[src/rtl/jsr_consts.svh]
/*
  Register offsets, control field positions and reset values of the
  joystick sensor register bank.
  Assumes inclusion by bare name from rtl/ sources.
*/
`ifndef JSR_CONSTS_SVH
`define JSR_CONSTS_SVH

// byte addresses
`define JSR_ADDR_MAKER 8'h0c
`define JSR_ADDR_VERSION 8'h0d
`define JSR_ADDR_SIREV 8'h0e
`define JSR_ADDR_CTRL 8'h0f
`define JSR_ADDR_X_RES 8'h10
`define JSR_ADDR_Y_RES 8'h11
`define JSR_ADDR_POS_X 8'h12
`define JSR_ADDR_NEG_X 8'h13
`define JSR_ADDR_POS_Y 8'h14
`define JSR_ADDR_NEG_Y 8'h15
`define JSR_ADDR_CH4M_HI 8'h16
`define JSR_ADDR_CH4M_LO 8'h17
`define JSR_ADDR_CH4P_HI 8'h18
`define JSR_ADDR_CH4P_LO 8'h19

// main_control field positions
`define JSR_CTRL_IDLE 7
`define JSR_CTRL_TB_HI 6
`define JSR_CTRL_TB_LO 4
`define JSR_CTRL_MASK 3
`define JSR_CTRL_COND 2
`define JSR_CTRL_SRST 1
`define JSR_CTRL_VALID 0

// reset values
`define JSR_RST_IDLE 1'b1
`define JSR_RST_TIMEBASE 3'h7
`define JSR_RST_MASK 1'b0
`define JSR_RST_COND 1'b0
`define JSR_RST_RESULT 8'h00
`define JSR_RST_POS_THR 8'h05
`define JSR_RST_NEG_THR 8'hfb
`define JSR_RST_VOLT 12'h000
`define JSR_UNMAPPED_READ 8'h00

`endif

[src/rtl/jsr_pkg.sv]
/*
  Types shared by the joystick sensor register bank.
  Assumes nothing beyond a SystemVerilog compiler.
*/
package jsr_pkg;
  typedef logic signed [7:0] jsr_coord_t;
  typedef logic signed [11:0] jsr_volt_t;
  typedef enum logic [3:0] {
    JSR_IDLE = 4'h0,
    JSR_ADDR = 4'h1,
    JSR_ADDR_ACK = 4'h2,
    JSR_REG = 4'h3,
    JSR_REG_ACK = 4'h4,
    JSR_WR = 4'h5,
    JSR_WR_ACK = 4'h6,
    JSR_RD = 4'h7,
    JSR_RD_ACK = 4'h8
  } jsr_i2c_state_t;
endpackage : jsr_pkg

[src/rtl/jsr_sync2.sv]
/*
  Two-flop synchroniser for the serial bus pins.
  Assumes inputs asynchronous to i_core_clk; first stage feeds only the second.
*/
`timescale 1ns/10ps
module jsr_sync2 (
  // clock and reset
  input wire logic i_core_clk,
  input wire logic i_rst,
  // pins in, synchronised out
  input wire logic [1:0] i_async,
  output logic [1:0] o_sync
);
  logic [1:0] meta_q;
  logic [1:0] sync_q;

  genvar g;
  generate
    for (g = 0; g < 2; g++) begin : g_bit
      // idle bus level is high, so reset to one
      always_ff @(posedge i_core_clk) begin
        if (i_rst) begin
          meta_q[g] <= 1'b1;
          sync_q[g] <= 1'b1;
        end else begin
          meta_q[g] <= i_async[g];
          sync_q[g] <= meta_q[g];
        end
      end
    end
  endgenerate

  assign o_sync = sync_q;
endmodule : jsr_sync2

[src/rtl/jsr_window_cmp.sv]
/*
  Signed comparison of a coordinate pair against four wake-up thresholds.
  Assumes thresholds and coordinates are two's complement bytes.
*/
`timescale 1ns/10ps
module jsr_window_cmp (
  // coordinates
  input wire jsr_pkg::jsr_coord_t i_x,
  input wire jsr_pkg::jsr_coord_t i_y,
  // thresholds
  input wire jsr_pkg::jsr_coord_t i_pos_x,
  input wire jsr_pkg::jsr_coord_t i_neg_x,
  input wire jsr_pkg::jsr_coord_t i_pos_y,
  input wire jsr_pkg::jsr_coord_t i_neg_y,
  // result
  output logic o_outside
);
  import jsr_pkg::*;

  // a point on a threshold still counts as inside
  assign o_outside = (i_x > i_pos_x) || (i_x < i_neg_x) ||
                     (i_y > i_pos_y) || (i_y < i_neg_y);
endmodule : jsr_window_cmp

[src/rtl/jsr_register_bank.sv]
/*
  Joystick sensor register bank with its serial two-wire slave port.
  Assumes the measurement engine runs on i_core_clk and pulses i_xy_new
  when a coordinate pair and channel voltages are valid on its outputs.
*/
// Functional notes
// - every register is reached over the two-wire bus by its byte address
// - control bit 7 selects idle mode at 1, low power at 0; resets 1
// - control bits 6..4 set the low power readout time base; reset 111
// - control bit 3 at 1 disables the interrupt; reset 0, enabled
// - condition bit 0: interrupt goes low on every new coordinate pair
// - condition bit 1: interrupt only on new pair outside threshold window
// - writing 1 to control bit 1 returns all registers to reset values
// - control bit 0 reads 0 while calculating, 1 when coordinates ready
// - X at 10h and Y at 11h, read-only signed bytes, reset zero
// - reading the Y result clears the pending interrupt
// - four writable signed thresholds; positive reset 5, negative minus 5
// - channel voltages are 12-bit signed, high nibble sign-extended, low byte next
// - three read-only identification bytes: maker, version, revision
`timescale 1ns/10ps
`include "jsr_consts.svh"
module jsr_register_bank #(
  parameter logic [6:0] DEV_ADDR = 7'h2a, // arbitrary bus address
  parameter logic [7:0] MAKER_ID = 8'h5a, // arbitrary value
  parameter logic [7:0] VERSION_ID = 8'h21, // arbitrary value
  parameter logic [7:0] SIREV_ID = 8'h03 // arbitrary value
) (
  // clock and reset
  input wire logic i_core_clk,
  input wire logic i_rst,
  // two-wire serial bus
  input wire logic i_scl,
  input wire logic i_sda,
  output logic o_sda_out,
  output logic o_sda_oe,
  // measurement engine
  input wire logic i_xy_new,
  input wire logic i_calc_start,
  input wire jsr_pkg::jsr_coord_t i_x_coord,
  input wire jsr_pkg::jsr_coord_t i_y_coord,
  input wire jsr_pkg::jsr_volt_t i_ch4_minus,
  input wire jsr_pkg::jsr_volt_t i_ch4_plus,
  // control and interrupt
  output logic o_idle_mode,
  output logic [2:0] o_timebase,
  output logic o_motion_irq_n
);
  import jsr_pkg::*;

  // bus engine state
  jsr_i2c_state_t state_q;
  logic [3:0] cnt_q;
  logic [7:0] sh_q;
  logic [7:0] tx_q;
  logic [7:0] ptr_q;
  logic rw_q;
  logic acked_q;
  logic sda_oe_q;
  logic sda_out_q;
  logic scl_d_q;
  logic sda_d_q;
  logic [1:0] pins_s;
  logic scl_s;
  logic sda_s;

  // register file
  logic idle_q;
  logic [2:0] tb_q;
  logic mask_q;
  logic cond_q;
  logic valid_q;
  logic irq_n_q;
  jsr_coord_t x_res_q;
  jsr_coord_t y_res_q;
  jsr_coord_t pos_x_q;
  jsr_coord_t neg_x_q;
  jsr_coord_t pos_y_q;
  jsr_coord_t neg_y_q;
  jsr_volt_t ch4m_q;
  jsr_volt_t ch4p_q;

  jsr_sync2 u_sync (
    .i_core_clk(i_core_clk),
    .i_rst(i_rst),
    .i_async({i_scl, i_sda}),
    .o_sync(pins_s)
  );
  assign scl_s = pins_s[1];
  assign sda_s = pins_s[0];

  // bus events
  logic scl_rise_w, scl_fall_w, start_w, stop_w;
  logic byte_full_w, in_byte_w, rd_load_w, wr_stb_w;
  assign scl_rise_w = scl_s & ~scl_d_q;
  assign scl_fall_w = ~scl_s & scl_d_q;
  assign start_w = scl_s & scl_d_q & sda_d_q & ~sda_s;
  assign stop_w = scl_s & scl_d_q & ~sda_d_q & sda_s;
  assign byte_full_w = (cnt_q == 4'h8);
  assign in_byte_w = (state_q == JSR_ADDR) || (state_q == JSR_REG) ||
                     (state_q == JSR_WR) || (state_q == JSR_RD);
  assign rd_load_w = scl_fall_w && ((state_q == JSR_ADDR_ACK && rw_q) ||
                                    (state_q == JSR_RD_ACK && acked_q));
  assign wr_stb_w = scl_fall_w && state_q == JSR_WR && byte_full_w;

  // write decode
  logic soft_w, bank_rst_w, wr_ctrl_w;
  assign wr_ctrl_w = wr_stb_w && ptr_q == `JSR_ADDR_CTRL;
  assign soft_w = wr_ctrl_w && sh_q[`JSR_CTRL_SRST];
  assign bank_rst_w = i_rst || soft_w;

  // read mux; unmapped bytes read as zero
  logic [7:0] rd_byte_w;
  logic [7:0] ctrl_rd_w;
  assign ctrl_rd_w = {idle_q, tb_q, mask_q, cond_q, 1'b0, valid_q};
  assign rd_byte_w =
    (ptr_q == `JSR_ADDR_MAKER)   ? MAKER_ID :
    (ptr_q == `JSR_ADDR_VERSION) ? VERSION_ID :
    (ptr_q == `JSR_ADDR_SIREV)   ? SIREV_ID :
    (ptr_q == `JSR_ADDR_CTRL)    ? ctrl_rd_w :
    (ptr_q == `JSR_ADDR_X_RES)   ? x_res_q :
    (ptr_q == `JSR_ADDR_Y_RES)   ? y_res_q :
    (ptr_q == `JSR_ADDR_POS_X)   ? pos_x_q :
    (ptr_q == `JSR_ADDR_NEG_X)   ? neg_x_q :
    (ptr_q == `JSR_ADDR_POS_Y)   ? pos_y_q :
    (ptr_q == `JSR_ADDR_NEG_Y)   ? neg_y_q :
    (ptr_q == `JSR_ADDR_CH4M_HI) ? {{4{ch4m_q[11]}}, ch4m_q[11:8]} :
    (ptr_q == `JSR_ADDR_CH4M_LO) ? ch4m_q[7:0] :
    (ptr_q == `JSR_ADDR_CH4P_HI) ? {{4{ch4p_q[11]}}, ch4p_q[11:8]} :
    (ptr_q == `JSR_ADDR_CH4P_LO) ? ch4p_q[7:0] :
    `JSR_UNMAPPED_READ;

  // interrupt decision
  logic outside_w, rd_y_w, irq_set_w, irq_clr_w;
  jsr_window_cmp u_window (
    .i_x(i_x_coord),
    .i_y(i_y_coord),
    .i_pos_x(pos_x_q),
    .i_neg_x(neg_x_q),
    .i_pos_y(pos_y_q),
    .i_neg_y(neg_y_q),
    .o_outside(outside_w)
  );
  assign rd_y_w = rd_load_w && ptr_q == `JSR_ADDR_Y_RES;
  assign irq_set_w = i_xy_new && !mask_q && (!cond_q || outside_w);
  assign irq_clr_w = rd_y_w || mask_q;

  // pin edge history and the open-drain data level
  always_ff @(posedge i_core_clk) begin
    if (i_rst) begin
      scl_d_q <= 1'b1;
      sda_d_q <= 1'b1;
      sda_out_q <= 1'b0;
    end else begin
      scl_d_q <= scl_s;
      sda_d_q <= sda_s;
      sda_out_q <= 1'b0;
    end
  end

  // byte engine: sample on rising clock, change data after falling clock
  always_ff @(posedge i_core_clk) begin
    if (i_rst) begin
      state_q <= JSR_IDLE;
      cnt_q <= 4'h0;
      sh_q <= 8'h00;
      tx_q <= 8'h00;
      ptr_q <= 8'h00;
      rw_q <= 1'b0;
      acked_q <= 1'b0;
      sda_oe_q <= 1'b0;
    end else if (start_w) begin
      state_q <= JSR_ADDR;
      cnt_q <= 4'h0;
      sda_oe_q <= 1'b0;
    end else if (stop_w) begin
      state_q <= JSR_IDLE;
      sda_oe_q <= 1'b0;
    end else if (scl_rise_w) begin
      if (state_q == JSR_RD_ACK) begin
        acked_q <= ~sda_s;
      end else if (in_byte_w) begin
        sh_q <= {sh_q[6:0], sda_s};
        cnt_q <= cnt_q + 4'h1;
      end
    end else if (scl_fall_w) begin
      unique case (state_q)
        JSR_IDLE: begin
        end
        JSR_ADDR: begin
          if (byte_full_w) begin
            if (sh_q[7:1] == DEV_ADDR) begin
              rw_q <= sh_q[0];
              sda_oe_q <= 1'b1;
              state_q <= JSR_ADDR_ACK;
            end else begin
              state_q <= JSR_IDLE;
            end
          end
        end
        JSR_ADDR_ACK, JSR_RD_ACK: begin
          cnt_q <= 4'h0;
          if (rd_load_w) begin
            tx_q <= rd_byte_w;
            sda_oe_q <= ~rd_byte_w[7];
            ptr_q <= ptr_q + 8'h01;
            state_q <= JSR_RD;
          end else if (state_q == JSR_ADDR_ACK) begin
            sda_oe_q <= 1'b0;
            state_q <= JSR_REG;
          end else begin
            // host refused more data: wait for stop
            sda_oe_q <= 1'b0;
            state_q <= JSR_IDLE;
          end
        end
        JSR_REG: begin
          if (byte_full_w) begin
            ptr_q <= sh_q;
            sda_oe_q <= 1'b1;
            state_q <= JSR_REG_ACK;
          end
        end
        JSR_REG_ACK, JSR_WR_ACK: begin
          cnt_q <= 4'h0;
          sda_oe_q <= 1'b0;
          state_q <= JSR_WR;
        end
        JSR_WR: begin
          if (byte_full_w) begin
            ptr_q <= ptr_q + 8'h01;
            sda_oe_q <= 1'b1;
            state_q <= JSR_WR_ACK;
          end
        end
        JSR_RD: begin
          if (byte_full_w) begin
            sda_oe_q <= 1'b0;
            state_q <= JSR_RD_ACK;
          end else begin
            tx_q <= {tx_q[6:0], 1'b0};
            sda_oe_q <= ~tx_q[6];
          end
        end
        default: begin
          state_q <= JSR_IDLE;
          sda_oe_q <= 1'b0;
        end
      endcase
    end
  end

  // main_control fields
  always_ff @(posedge i_core_clk) begin
    if (bank_rst_w) begin
      idle_q <= `JSR_RST_IDLE;
      tb_q <= `JSR_RST_TIMEBASE;
      mask_q <= `JSR_RST_MASK;
      cond_q <= `JSR_RST_COND;
    end else if (wr_ctrl_w) begin
      idle_q <= sh_q[`JSR_CTRL_IDLE];
      tb_q <= sh_q[`JSR_CTRL_TB_HI:`JSR_CTRL_TB_LO];
      mask_q <= sh_q[`JSR_CTRL_MASK];
      cond_q <= sh_q[`JSR_CTRL_COND];
    end
  end

  // thresholds
  always_ff @(posedge i_core_clk) begin
    if (bank_rst_w) begin
      pos_x_q <= `JSR_RST_POS_THR;
      neg_x_q <= `JSR_RST_NEG_THR;
      pos_y_q <= `JSR_RST_POS_THR;
      neg_y_q <= `JSR_RST_NEG_THR;
    end else if (wr_stb_w) begin
      if (ptr_q == `JSR_ADDR_POS_X) pos_x_q <= sh_q;
      if (ptr_q == `JSR_ADDR_NEG_X) neg_x_q <= sh_q;
      if (ptr_q == `JSR_ADDR_POS_Y) pos_y_q <= sh_q;
      if (ptr_q == `JSR_ADDR_NEG_Y) neg_y_q <= sh_q;
    end
  end

  // results, valid flag and interrupt; a new event wins over a Y read or calc start clear but not over the mask, and hard or soft reset wins over a new event
  always_ff @(posedge i_core_clk) begin
    if (bank_rst_w) begin
      x_res_q <= `JSR_RST_RESULT;
      y_res_q <= `JSR_RST_RESULT;
      ch4m_q <= `JSR_RST_VOLT;
      ch4p_q <= `JSR_RST_VOLT;
      valid_q <= 1'b0;
      irq_n_q <= 1'b1;
    end else begin
      if (i_xy_new) begin
        x_res_q <= i_x_coord;
        y_res_q <= i_y_coord;
        ch4m_q <= i_ch4_minus;
        ch4p_q <= i_ch4_plus;
      end
      if (i_xy_new) valid_q <= 1'b1;
      else if (i_calc_start) valid_q <= 1'b0;
      if (irq_set_w) irq_n_q <= 1'b0;
      else if (irq_clr_w) irq_n_q <= 1'b1;
    end
  end

  assign o_sda_out = sda_out_q;
  assign o_sda_oe = sda_oe_q;
  assign o_idle_mode = idle_q;
  assign o_timebase = tb_q;
  assign o_motion_irq_n = irq_n_q;
endmodule : jsr_register_bank

[config.mk]
export PLATFORM = sky130hd
export DESIGN_NAME = jsr_register_bank
export DESIGN_NICKNAME = d
export VERILOG_FILES = /design/src/rtl/jsr_pkg.sv /design/src/rtl/jsr_sync2.sv /design/src/rtl/jsr_window_cmp.sv /design/src/rtl/jsr_register_bank.sv
export VERILOG_INCLUDE_DIRS = /design/src /design/src/rtl
export SDC_FILE = /design/constraint.sdc
export NUM_CORES = 1
export LEC_CHECK = 0
export BUFFER_PORTS_ARGS = -buffer_cell sky130_fd_sc_hd__buf_2
export CAP_MARGIN = 5
export CELL_PAD_IN_SITES_DETAIL_PLACEMENT = 1
export CELL_PAD_IN_SITES_GLOBAL_PLACEMENT = 1
export CORE_MARGIN = 8
export CORE_UTILIZATION = 40
export DETAILED_ROUTE_END_ITERATION = 8
export GPL_TIMING_DRIVEN = 0
export MAX_ROUTING_LAYER = met4
export PLACE_DENSITY_LB_ADDON = 0.1
export SKIP_CTS_REPAIR_TIMING = 1
export SLEW_MARGIN = 20
export SYNTH_ARGS = -nofsm -noshare
export SYNTH_HDL_FRONTEND = slang
export SYNTH_HIERARCHICAL = 1
export SYNTH_SLANG_ARGS = --single-unit
export TNS_END_PERCENT = 5
[constraint.sdc]
create_clock -name i_core_clk -period 3.5 [get_ports i_core_clk]
set_clock_uncertainty 0.15 [all_clocks]
set_input_delay 0.175 -clock i_core_clk [delete_from_list [all_inputs] [get_ports i_core_clk]]
set_output_delay 0.175 -clock i_core_clk [all_outputs]
set_load 0.01 [all_outputs]
; ---- Word level (Yosys, flattened, before mapping)
; Cells that the tools add are included.
[classes]
reduce_logical = 49
bitwise_logic = 18
mux = 48
magnitude_cmp = 4
n_eq_ne = 40
addsub = 2
[ops]
columns = operator, count
row1 = $mux 8, 17
row2 = $eq 8x5->1 const B, 10
row3 = $mux 4, 9
row4 = $eq 8x4->1 const B, 4
row5 = $pmux 4 s7, 1
row6 = $reduce_and 7->1, 4
row7 = $pmux 8 s3, 1
row8 = $eq 4x3->1 const B, 4
row9 = $gt 8x8->1, 2
row10 = $lt 8x8->1, 2
row11 = $ne 4x4->1 const B, 4
row12 = $mux 7, 2
row13 = $ne 2x2->1 const B, 7
row14 = $pmux 7 s2, 1
row15 = $mux 1, 13
row16 = $not 1->1, 11
row17 = $logic_and 1x1->1, 10
row18 = $logic_or 1x1->1, 10
row19 = $reduce_and 5->1, 2
row20 = $reduce_bool 2->1, 5
row21 = $add 8x1->8 const B, 1
row22 = $eq 4x2->1 const B, 2
row23 = $eq 4x4->1 const B, 2
row24 = $reduce_and 2->1, 4
row25 = 19 further kinds, 33
[totals]
reg_bits = 120
elab_cells = 190

; ---- Logic depth before layout (Yosys ltp)
; Gate-level depths: netlist of run 1.
[logic_depth]
ltp_word = 18
ltp_mapped = 11
depth_no_buf = 9

; ---- By module
; The synthesis of run 1 kept the hierarchy.
[by_module_without_submodules]
columns = module, area_per_inst_um2, cells_each, instances
row1 = jsr_register_bank, 5957.0, 767, 1
row2 = jsr_window_cmp, 784.5, 108, 1
row3 = jsr_sync2, 105.1, 8, 1

; ---- Least setup slack after synthesis of run 1
; OpenSTA, ideal clock, no wires.
[synth_timing]
path_kind = reg2reg
from = register ptr_q[0]
to = register pos_y_q[2]
arrival_ns = 2.099
path_stages_with_launch = 10
required_ns = 3.213
setup_slack_ns = 1.114
setup_ns = 0.137
synth_period_minus_slack_ns = 2.386
cell_sequence = dfxtp_1 > inv_1 > ha_1 > clkbuf_1 > clkbuf_1 > clkbuf_1 > clkbuf_1 > nand2_1 > nand2_1 > nand3_1
[synth_between]
elab_chain_cells = 4
[synth_rtl]
columns = element, line
row1 = start: declaration, jsr_register_bank.sv:55  ; logic [7:0] ptr_q;
row2 = start signal: assignment, jsr_register_bank.sv:205  ; ptr_q <= ptr_q + 8'h01;
row3 = start signal: assignment, jsr_register_bank.sv:218  ; ptr_q <= sh_q;
row4 = start signal: assignment, jsr_register_bank.sv:230  ; ptr_q <= ptr_q + 8'h01;
row5 = $eq 8x4->1 (no line), -
row6 = $logic_and 1x1->1 (no line), -
row7 = $logic_and 1x1->1, jsr_register_bank.sv:108  ; assign soft_w = wr_ctrl_w && sh_q[`JSR_CTRL_SRST];
row8 = $logic_or 1x1->1, jsr_register_bank.sv:109  ; assign bank_rst_w = i_rst || soft_w;
row9 = end signal: assignment, jsr_register_bank.sv:272  ; pos_y_q <= `JSR_RST_POS_THR;
row10 = end signal: assignment, jsr_register_bank.sv:277  ; if (ptr_q == `JSR_ADDR_POS_Y) pos_y_q <= sh_q;
row11 = end: declaration, jsr_register_bank.sv:77  ; jsr_coord_t pos_y_q;
; Several ways; a longest one is shown, not always the timed one.
; A chain may end at the register's enable or synchronous reset.

; ---- Final worst setup path of run 1
[layout_timing]
from = register ptr_q[0]
to = register neg_x_q[6]
[layout_between]
elab_chain_cells = 4
[layout_rtl]
columns = element, line
row1 = $eq 8x4->1 (no line), -
row2 = $logic_and 1x1->1 (no line), -
row3 = $logic_and 1x1->1, jsr_register_bank.sv:108
row4 = $logic_or 1x1->1, jsr_register_bank.sv:109
row5 = end signal: assignment, jsr_register_bank.sv:271  ; neg_x_q <= `JSR_RST_NEG_THR;
row6 = end signal: assignment, jsr_register_bank.sv:276  ; if (ptr_q == `JSR_ADDR_NEG_X) neg_x_q <= sh_q;
row7 = end: declaration, jsr_register_bank.sv:76  ; jsr_coord_t neg_x_q;
; Several ways; a longest one is shown, not always the timed one.

==> results of run 1 <==
power by group through the flow:
stage          registers, W  logic (W)  clock network, W
2_1_floorplan       0.00144   0.000125                 0
3_3_place_gp        0.00145   0.000201                 0
3_5_place_dp        0.00145   0.000205                 0
4_1_cts             0.00142   0.000206           0.00183
5_1_grt             0.00143   0.000274           0.00189
6_report            0.00142   0.000250           0.00181
sequential cells by signal, summed over array words and instances, names as in the netlist, 8 cells and up:
register / count
x_res_q: 8
neg_y_q: 8
pos_y_q: 8
pos_x_q: 8
ch4p_q: 12
y_res_q: 8
ptr_q: 8
ch4m_q: 12
sh_q: 8
neg_x_q: 8
metal layers:
layer	vias to the layer above	share of wire, %	track usage, %
met5	-	0	-
met4	0	3.9	10.9
met3	70	5.3	5.94
met2	212	48	38.7
met1	3463	43	30.0
li1	3375	-	-
per-stage QoR:
step | power, W | instances | instance area, µm² | TNS (ns)
finish | 0.00348 | 1236 | 8460 | 0
global route | 0.00359 | 1236 | 8460 | -0.0468
CTS | 0.00346 | 1190 | 7990 | -0.0706
detailed placement | 0.00166 | 1159 | 7390 | -0.0418
global placement | 0.00165 | 1158 | 7380 | -0.0615
floorplan | 0.00157 | 883 | 6850 | 0
kinds of logic (layout without fill, tap and decap cells):
kind of cell | after synthesis | after routing | synth area share, %
other cells | 1 | 1 | 0.0548
xor+xnor | 2 | 2 | 0.256
buf+inv | 115 | 243 | 6.62
simple gates | 354 | 354 | 24.5
compound gates | 210 | 210 | 20.3
fa+ha+maj | 36 | 36 | 6.58
flops | 120 | 120 | 35.1
mux | 45 | 45 | 6.58
worst max-delay path, delay by kind of cell (launching register included):
kind | cells | cell delay [ns]
adders and majority gates | 1 | 0.33
and+or+nand+nor | 3 | 0.60
buffers and inverters | 3 | 1.66
DFF | 1 | 0.41
cell type report:
type,instances,share of cell area [%]
Timing Repair Buffer,97,8.46
Sequential cell,120,28.4
Buffer,63,3.11
Tap cell,225,3.33
Clock inverter,7,1.07
Clock buffer,24,6.05
Multi-Input combinational cell,648,47.3
Inverter,52,2.31
path summary, 6_finish.rpt:
kind	from	to	slack (ns)	depth (start not counted)
setup / recovery	ptr_q[0]$_SDFFE_PP0P_	neg_x_q[6]$_SDFFE_PP1P_	0.17	7
hold / removal	i_xy_new	ch4p_q[0]$_SDFFE_PP0P_	0.14	3
setup reg to reg	ptr_q[0]$_SDFFE_PP0P_	neg_x_q[6]$_SDFFE_PP1P_	0.17	7
hold reg to reg	u_sync/meta_q[0]$_SDFF_PP1_	u_sync/o_sync[0]$_SDFF_PP1_	0.26	1
cell usage after synthesis, drive strengths merged, types with 3 or more instances:
cell type and n:
o211ai 5, nand3b 12, a22o 5, o2111ai 3, a21o 8, a22oi 6
a31oi 5, nor4 3, buf 10, nand3 61, a21boi 3, nand4 8
inv 52, o311ai 3, ha 36, nor3 17, nor2 91, nand2b 8
clkbuf 53, or2 7, mux2i 45, nor2b 16, a21oi 72, o22ai 5
a221oi 4, a211oi 11, o21ai 36, nor3b 7, nand2 108, o41ai 3
dfxtp 120, a32oi 4, a2111oi 10, o31ai 4, a211o 5, or4 4
==> results.txt, run 1 <==
The run finished with clean final reports. Setup violations remaining at the end of the flow were counted as 0. The max-slew violation total from the final report came to 0. The clock share of power came out at 51.9%.

The clock sink count is 120. The total of max-cap violations is 0. The biggest area contributor in the post-synthesis netlist is sky130_fd_sc_hd__dfxtp_1.

The worst supply voltage drop on vdd came out at 0.000343 V. In the routed layout, each cell is associated on average with a via count of 5.76. The multi-input logic area came out at 0.00400 mm². The filler cell count is 2130.

Setup slack on the critical path of the routed design comes to 0.174 ns. The die footprint came out at 0.0216 mm². The standard cell core area is 0.0170 mm². Walking the worst path, the cells encountered are ha_1 > clkbuf_1 > clkbuf_1 > clkbuf_1 > nand2_1 > nand2_1 > nand3_1. For this run, the top clock speed supported by timing is 301 MHz. The largest stage delay on the critical path is 0.59 ns.

The CTS buffer count came out at 17. The first-pass GRT wire length came out at 40300 µm. In the layout the commonest cells are sky130_fd_sc_hd__dfxtp_1 (120), sky130_fd_sc_hd__nand2_1 (108), sky130_fd_sc_hd__nor2_1 (88), sky130_fd_sc_hd__a21oi_1 (72), sky130_fd_sc_hd__nand3_1 (61). The width of the die is 147 µm. In this run the vertical extent of the chip is 147 µm. The most used flip-flop cell after synthesis is sky130_fd_sc_hd__dfxtp_1. The transition time of the tightest slew-check pin came out at 1.05 ns. The overall track demand over capacity in global routing is 24.8%. The post-route fraction of the period consumed by the critical path is 95.0%. The average routed wire per standard cell is 21.9 µm. Of the total power, registers draw 40.9%.

In the final layout, flip-flops and latches occupy 0.00240 mm². The top fanout value on the critical path came out at 10. Sequential cells were found to cover 35.1% of the synthesized design area. The largest net degree at the start of global routing is 17. The growth of design area from synthesis to finish came out at 23.5%. The number of hold violations in the final report was 0.

The clock-pin slew on the worst setup and hold paths came out at 0.06 ns. Counting along the longest clock path gives a buffer depth of 2. The clock latency reported for the late side of the worst-skew pair is 0.43 ns. TritonCTS built the clock tree. For this run, the share of the core covered by cells in the final layout is 49.8%. The fraction of power spent switching nets came out at 23.2%. In this run the cell area of the synthesized design comes to 0.00685 mm². The starting density of the core is 40.3%.

The overflow left after global routing is 0. Setup repair after global routing could not meet its margin everywhere. The critical path data required time came out at 3.63 ns. The total via count after detailed routing came out at 7120.

The count of different cell masters after synthesis came out at 70. The via count of the first global-routing pass came out at 7035. Synthesis handed over a netlist of 883 instances. The H-tree generated during clock tree synthesis spans 4 levels. The post-synthesis sequential element count came out at 120. The number of core rows came out at 48. Power spread over the standard cell area amounts to 411 mW/mm². Counting every net in the synthesized netlist gives 965. The number of enable flip-flop cells after synthesis is 0. The synthesis warning total is 6. The worst pin sits at a relative slew slack of 29.8%. The internal portion of total power is 0.00267 W. The layout net count is 1081. In this design, the critical path's most frequently occurring cell is sky130_fd_sc_hd__clkbuf_1. The number of I/O pins came out at 53. Of the total power, combinational logic draws 7.2%.

Data arrives at the worst endpoint at 3.45 ns. The number of antenna diodes is 0. The library cell used most frequently in the layout, excluding fill and tap cells, is sky130_fd_sc_hd__dfxtp_1. The clock root buffer master is sky130_fd_sc_hd__clkbuf_16. The initial antenna violation count came to 0. The post-route DRC violation count is 0. Prior to clock tree synthesis, the placed netlist has a worst setup slack of -0.0418 ns. The type of destination of the critical path is a flip-flop. The switching power summed over all nets is 0.000808 W. The count of nets left with antenna violations after detail routing came out at 0. In the synthesized netlist the async set-or-reset flop fraction comes to 0%. The portion of synthesized cell area occupied by the leading cell type is 35.1%. The starting DRC count in detailed routing came out at 623. The iteration count of the initial detailed-routing pass is 5. After synthesis, the mean cell area works out to 7.75 µm².

The path type of the worst min-delay path is in -> reg. The final weighted congestion in routability-driven placement is 0.933. The largest individual stage delay along the critical path comes from the cell sky130_fd_sc_hd__clkbuf_1. The shortest clock period the worst path allows after layout is 3.33 ns. The type of the worst setup path is reg -> reg. The standby leakage power is 3.46 nW. The post-detailed-placement half-perimeter wirelength came out at 19300 µm.

In the post-synthesis netlist, the biggest area contributors are sky130_fd_sc_hd__dfxtp_1 (35%), sky130_fd_sc_hd__ha_1 (6.6%), sky130_fd_sc_hd__mux2i_1 (6.6%), sky130_fd_sc_hd__nand2_1 (5.9%), sky130_fd_sc_hd__a21oi_1 (5.3%). The startpoint type of the worst setup path is a flip-flop. Input and output buffers added on the ports amount to 50. The final layout contains routed wiring with a total length of 27100 µm.

The worst hold margin is 0.136 ns. The fraction of final layout cells sized beyond drive strength 1 is 10.4%.
(Power assumes the default switching activity.)
==> run 2, diff against run 1 <==
--- a/config.mk
+++ b/config.mk
@@ -6,15 +6,14 @@
 export SDC_FILE = /design/constraint.sdc
 export NUM_CORES = 1
 export LEC_CHECK = 0
-export BUFFER_PORTS_ARGS = -buffer_cell sky130_fd_sc_hd__buf_2
 export CAP_MARGIN = 5
 export CELL_PAD_IN_SITES_DETAIL_PLACEMENT = 1
 export CELL_PAD_IN_SITES_GLOBAL_PLACEMENT = 1
 export CORE_MARGIN = 8
 export CORE_UTILIZATION = 40
 export DETAILED_ROUTE_END_ITERATION = 8
+export DONT_BUFFER_PORTS = 1
 export GPL_TIMING_DRIVEN = 0
-export MAX_ROUTING_LAYER = met4
 export PLACE_DENSITY_LB_ADDON = 0.1
 export SKIP_CTS_REPAIR_TIMING = 1
 export SLEW_MARGIN = 20
==> constraint.sdc (replaced) <==
create_clock -name i_core_clk -period 4.3 [get_ports i_core_clk]
set_clock_uncertainty 0.15 [all_clocks]
set_input_delay 0.215 -clock i_core_clk [delete_from_list [all_inputs] [get_ports i_core_clk]]
set_output_delay 0.215 -clock i_core_clk [all_outputs]
set_load 0.01 [all_outputs]
==> results.txt, run 2 (synthesized netlist as in run 1, its figures left out) <==
The CTS buffer count is 17. The number of H-tree branching levels came out at 4. The library cell used most frequently in the layout, excluding fill and tap cells, is sky130_fd_sc_hd__dfxtp_1. From synthesis to final layout, the design area changed by 18.7%. STA classifies the critical path startpoint as a flip-flop. The worst setup path is captured at a flip-flop. The standard cell core area is 0.0170 mm².

The worst supply voltage drop on vdd came out at 0.000275 V. The number of buffers and inverters on the critical path is 3. Headroom to the max-slew limit came out at 29.0%.

The fraction of final layout cells sized beyond drive strength 1 came out at 5.01%. Max-cap violations in this run came to 0. Routability-driven placement finished with a final weighted congestion of 0.931. For this design, the slowest cell found on the critical path is sky130_fd_sc_hd__clkbuf_1.

The clock-pin slew on the worst setup and hold paths came out at 0.06 ns. The shortest clock period the worst path allows after layout is 3.57 ns. The number of antenna diodes came out at 0.

The transition time of the tightest slew-check pin came out at 1.05 ns. Walking the worst path, the cells encountered are inv_1 > ha_1 > clkbuf_1 > clkbuf_1 > a2111oi_0 > o311ai_0 > o21ai_0 > mux2i_1 > nor2_1. The via count of the first global-routing pass is 7062.

The largest net degree at the start of global routing came out at 17. The vertical die dimension is 147 µm. The path type of the worst min-delay path is in -> reg. The critical path data required time came out at 4.45 ns. The clock root buffer master is sky130_fd_sc_hd__clkbuf_16.

Setup repair after global routing left no endpoint under its margin. The layout net count is 1030. Summed over all cells, the static leakage comes to 3.21 nW. The total via count after detailed routing came out at 6965. The worst hold margin is 0.145 ns. The top cell types in the final layout, fill and taps aside, are sky130_fd_sc_hd__dfxtp_1 (120), sky130_fd_sc_hd__nand2_1 (108), sky130_fd_sc_hd__nor2_1 (89), sky130_fd_sc_hd__a21oi_1 (72), sky130_fd_sc_hd__nand3_1 (61). The largest registers in the layout are ch4m_q (12), ch4p_q (12). The buffer levels on the longest clock path is 2.

The arrival time reported for the critical path endpoint came out at 3.72 ns. The first global-routing pass estimated 41700 µm of wire. The routed wire length came out at 27500 µm. The clock sink count came out at 120. In this run the horizontal extent of the chip is 147 µm. The number of hold violations in the final report is 0.

The number of core rows came out at 48. The wire-length estimate of the detail-placed layout is 20300 µm. On the critical path the largest part of the delay comes from buffers and inverters.

The overflow left after global routing came out at 0. The instance count after placement with tap cells included came out at 1109. The die footprint is 0.0216 mm². After layout, the worst path uses 83.1% of the clock period.

The max-slew violation total from the final report is 0. Power spread over the standard cell area amounts to 327 mW/mm². The post-route DRC violation count is 0. The setup TNS came out at 0 ns. The iteration count of the initial detailed-routing pass is 5. The overall track demand over capacity in global routing came out at 25.0%. Input and output buffers added on the ports amount to 0. The average vias per placed instance came out at 5.88. Setup violations remaining at the end of the flow were counted as 0. At the later pin of the worst-skew pair, clock insertion delay measures 0.42 ns. For this run, the slowest stage of the critical path takes 0.57 ns. The maximum frequency from static timing analysis came out at 280 MHz. The count of nets left with antenna violations after detail routing is 0. TritonCTS built the clock tree. Counting stages on the worst path, the most repeated cell is sky130_fd_sc_hd__clkbuf_1. For this configuration, the core starts out at a cell density of 40.3%. The type of the worst setup path is reg -> reg. The initial antenna violation count came to 0.

In this run the worst path has a maximum fanout of 10. The flow ran to the end, and the final reports show no timing, DRC or antenna violations. Pin placement for this block handled 53 I/O pins.

The non-filler instance count after layout is 1184. The average routed wire per standard cell is 23.2 µm. The starting DRC count in detailed routing is 491.
-- run 2: changes by cell type in the layout (fill, tap and decap cells not counted) --
cell,before,now
sky130_fd_sc_hd__clkbuf_1,51,56
sky130_fd_sc_hd__buf_4,2,3
sky130_fd_sc_hd__clkbuf_2,4,0
sky130_fd_sc_hd__buf_2,56,5
sky130_fd_sc_hd__nor2_2,3,2
sky130_fd_sc_hd__nor3b_2,0,1
sky130_fd_sc_hd__clkinv_4,0,1
sky130_fd_sc_hd__dlygate4sd3_1,46,45
sky130_fd_sc_hd__clkbuf_8,6,1
sky130_fd_sc_hd__nor2_1,88,89
sky130_fd_sc_hd__buf_1,1,2
sky130_fd_sc_hd__bufinv_16,2,1
sky130_fd_sc_hd__clkinv_2,3,5
sky130_fd_sc_hd__nor3b_1,7,6
-- run 2: final timing paths --
| check | slack [ns] | to | start | cells past startpoint |
|---|---|---|---|---|
| setup / recovery | 0.73 | o_sda_oe$_SDFFE_PP0P_ | ptr_q[0]$_SDFFE_PP0P_ | 9 |
| hold / removal | 0.14 | ch4p_q[0]$_SDFFE_PP0P_ | i_xy_new | 3 |
| setup reg to reg | 0.73 | o_sda_oe$_SDFFE_PP0P_ | ptr_q[0]$_SDFFE_PP0P_ | 9 |
| hold reg to reg | 0.28 | u_sync/o_sync[1]$_SDFF_PP1_ | u_sync/meta_q[1]$_SDFF_PP1_ | 1 |
-- run 2: routing by layer --
metal	wire length, µm	vias to the layer above	track usage (%)
met1	11300	3400	29.6
met2	13300	215	41.6
met4	1340	0	12.4
met5	0	-	0
li1	-	3269	-
met3	1590	81	5.78
-- run 2: where the power goes --
| part | leakage, nW | switching [W] | internal (W) |
|---|---|---|---|
| clock network | 0.258 | 0.000521 | 0.000797 |
| registers | 0.977 | 0.0000217 | 0.00114 |
| logic | 1.98 | 0.0000943 | 0.0000824 |
| total | 3.21 | 0.000637 | 0.00202 |
-- run 2: tightest hold or removal path, cell delays in order --
cell	delay, ns
sky130_fd_sc_hd__clkbuf_1	0.21
sky130_fd_sc_hd__mux2i_1	0.17
sky130_fd_sc_hd__nor2_1	0.08
-- run 2: per-stage QoR --
step / instance area (µm²) / power [W] / setup slack (ns) / utilization [%]
global placement: 7130 / 0.00132 / 0.649 / 41.9
global route: 8130 / 0.00273 / 0.513 / 47.8
CTS: 7670 / 0.00263 / 0.767 / 45.1
finish: 8130 / 0.00266 / 0.728 / 47.8
floorplan: 6850 / 0.00128 / 1.91 / -
detailed placement: 7140 / 0.00132 / 0.787 / 42.0
-- run 2: area by class of cell --
cell class / instances / area [µm²]
fill: 2115 / 8870
multi-input combinational: 648 / 4000
sequential: 120 / 2400
timing repair buffer: 46 / 458
clock buffer: 21 / 450
tap: 225 / 282
buffer: 63 / 258
inverter: 52 / 195
clock inverter: 9 / 78.8
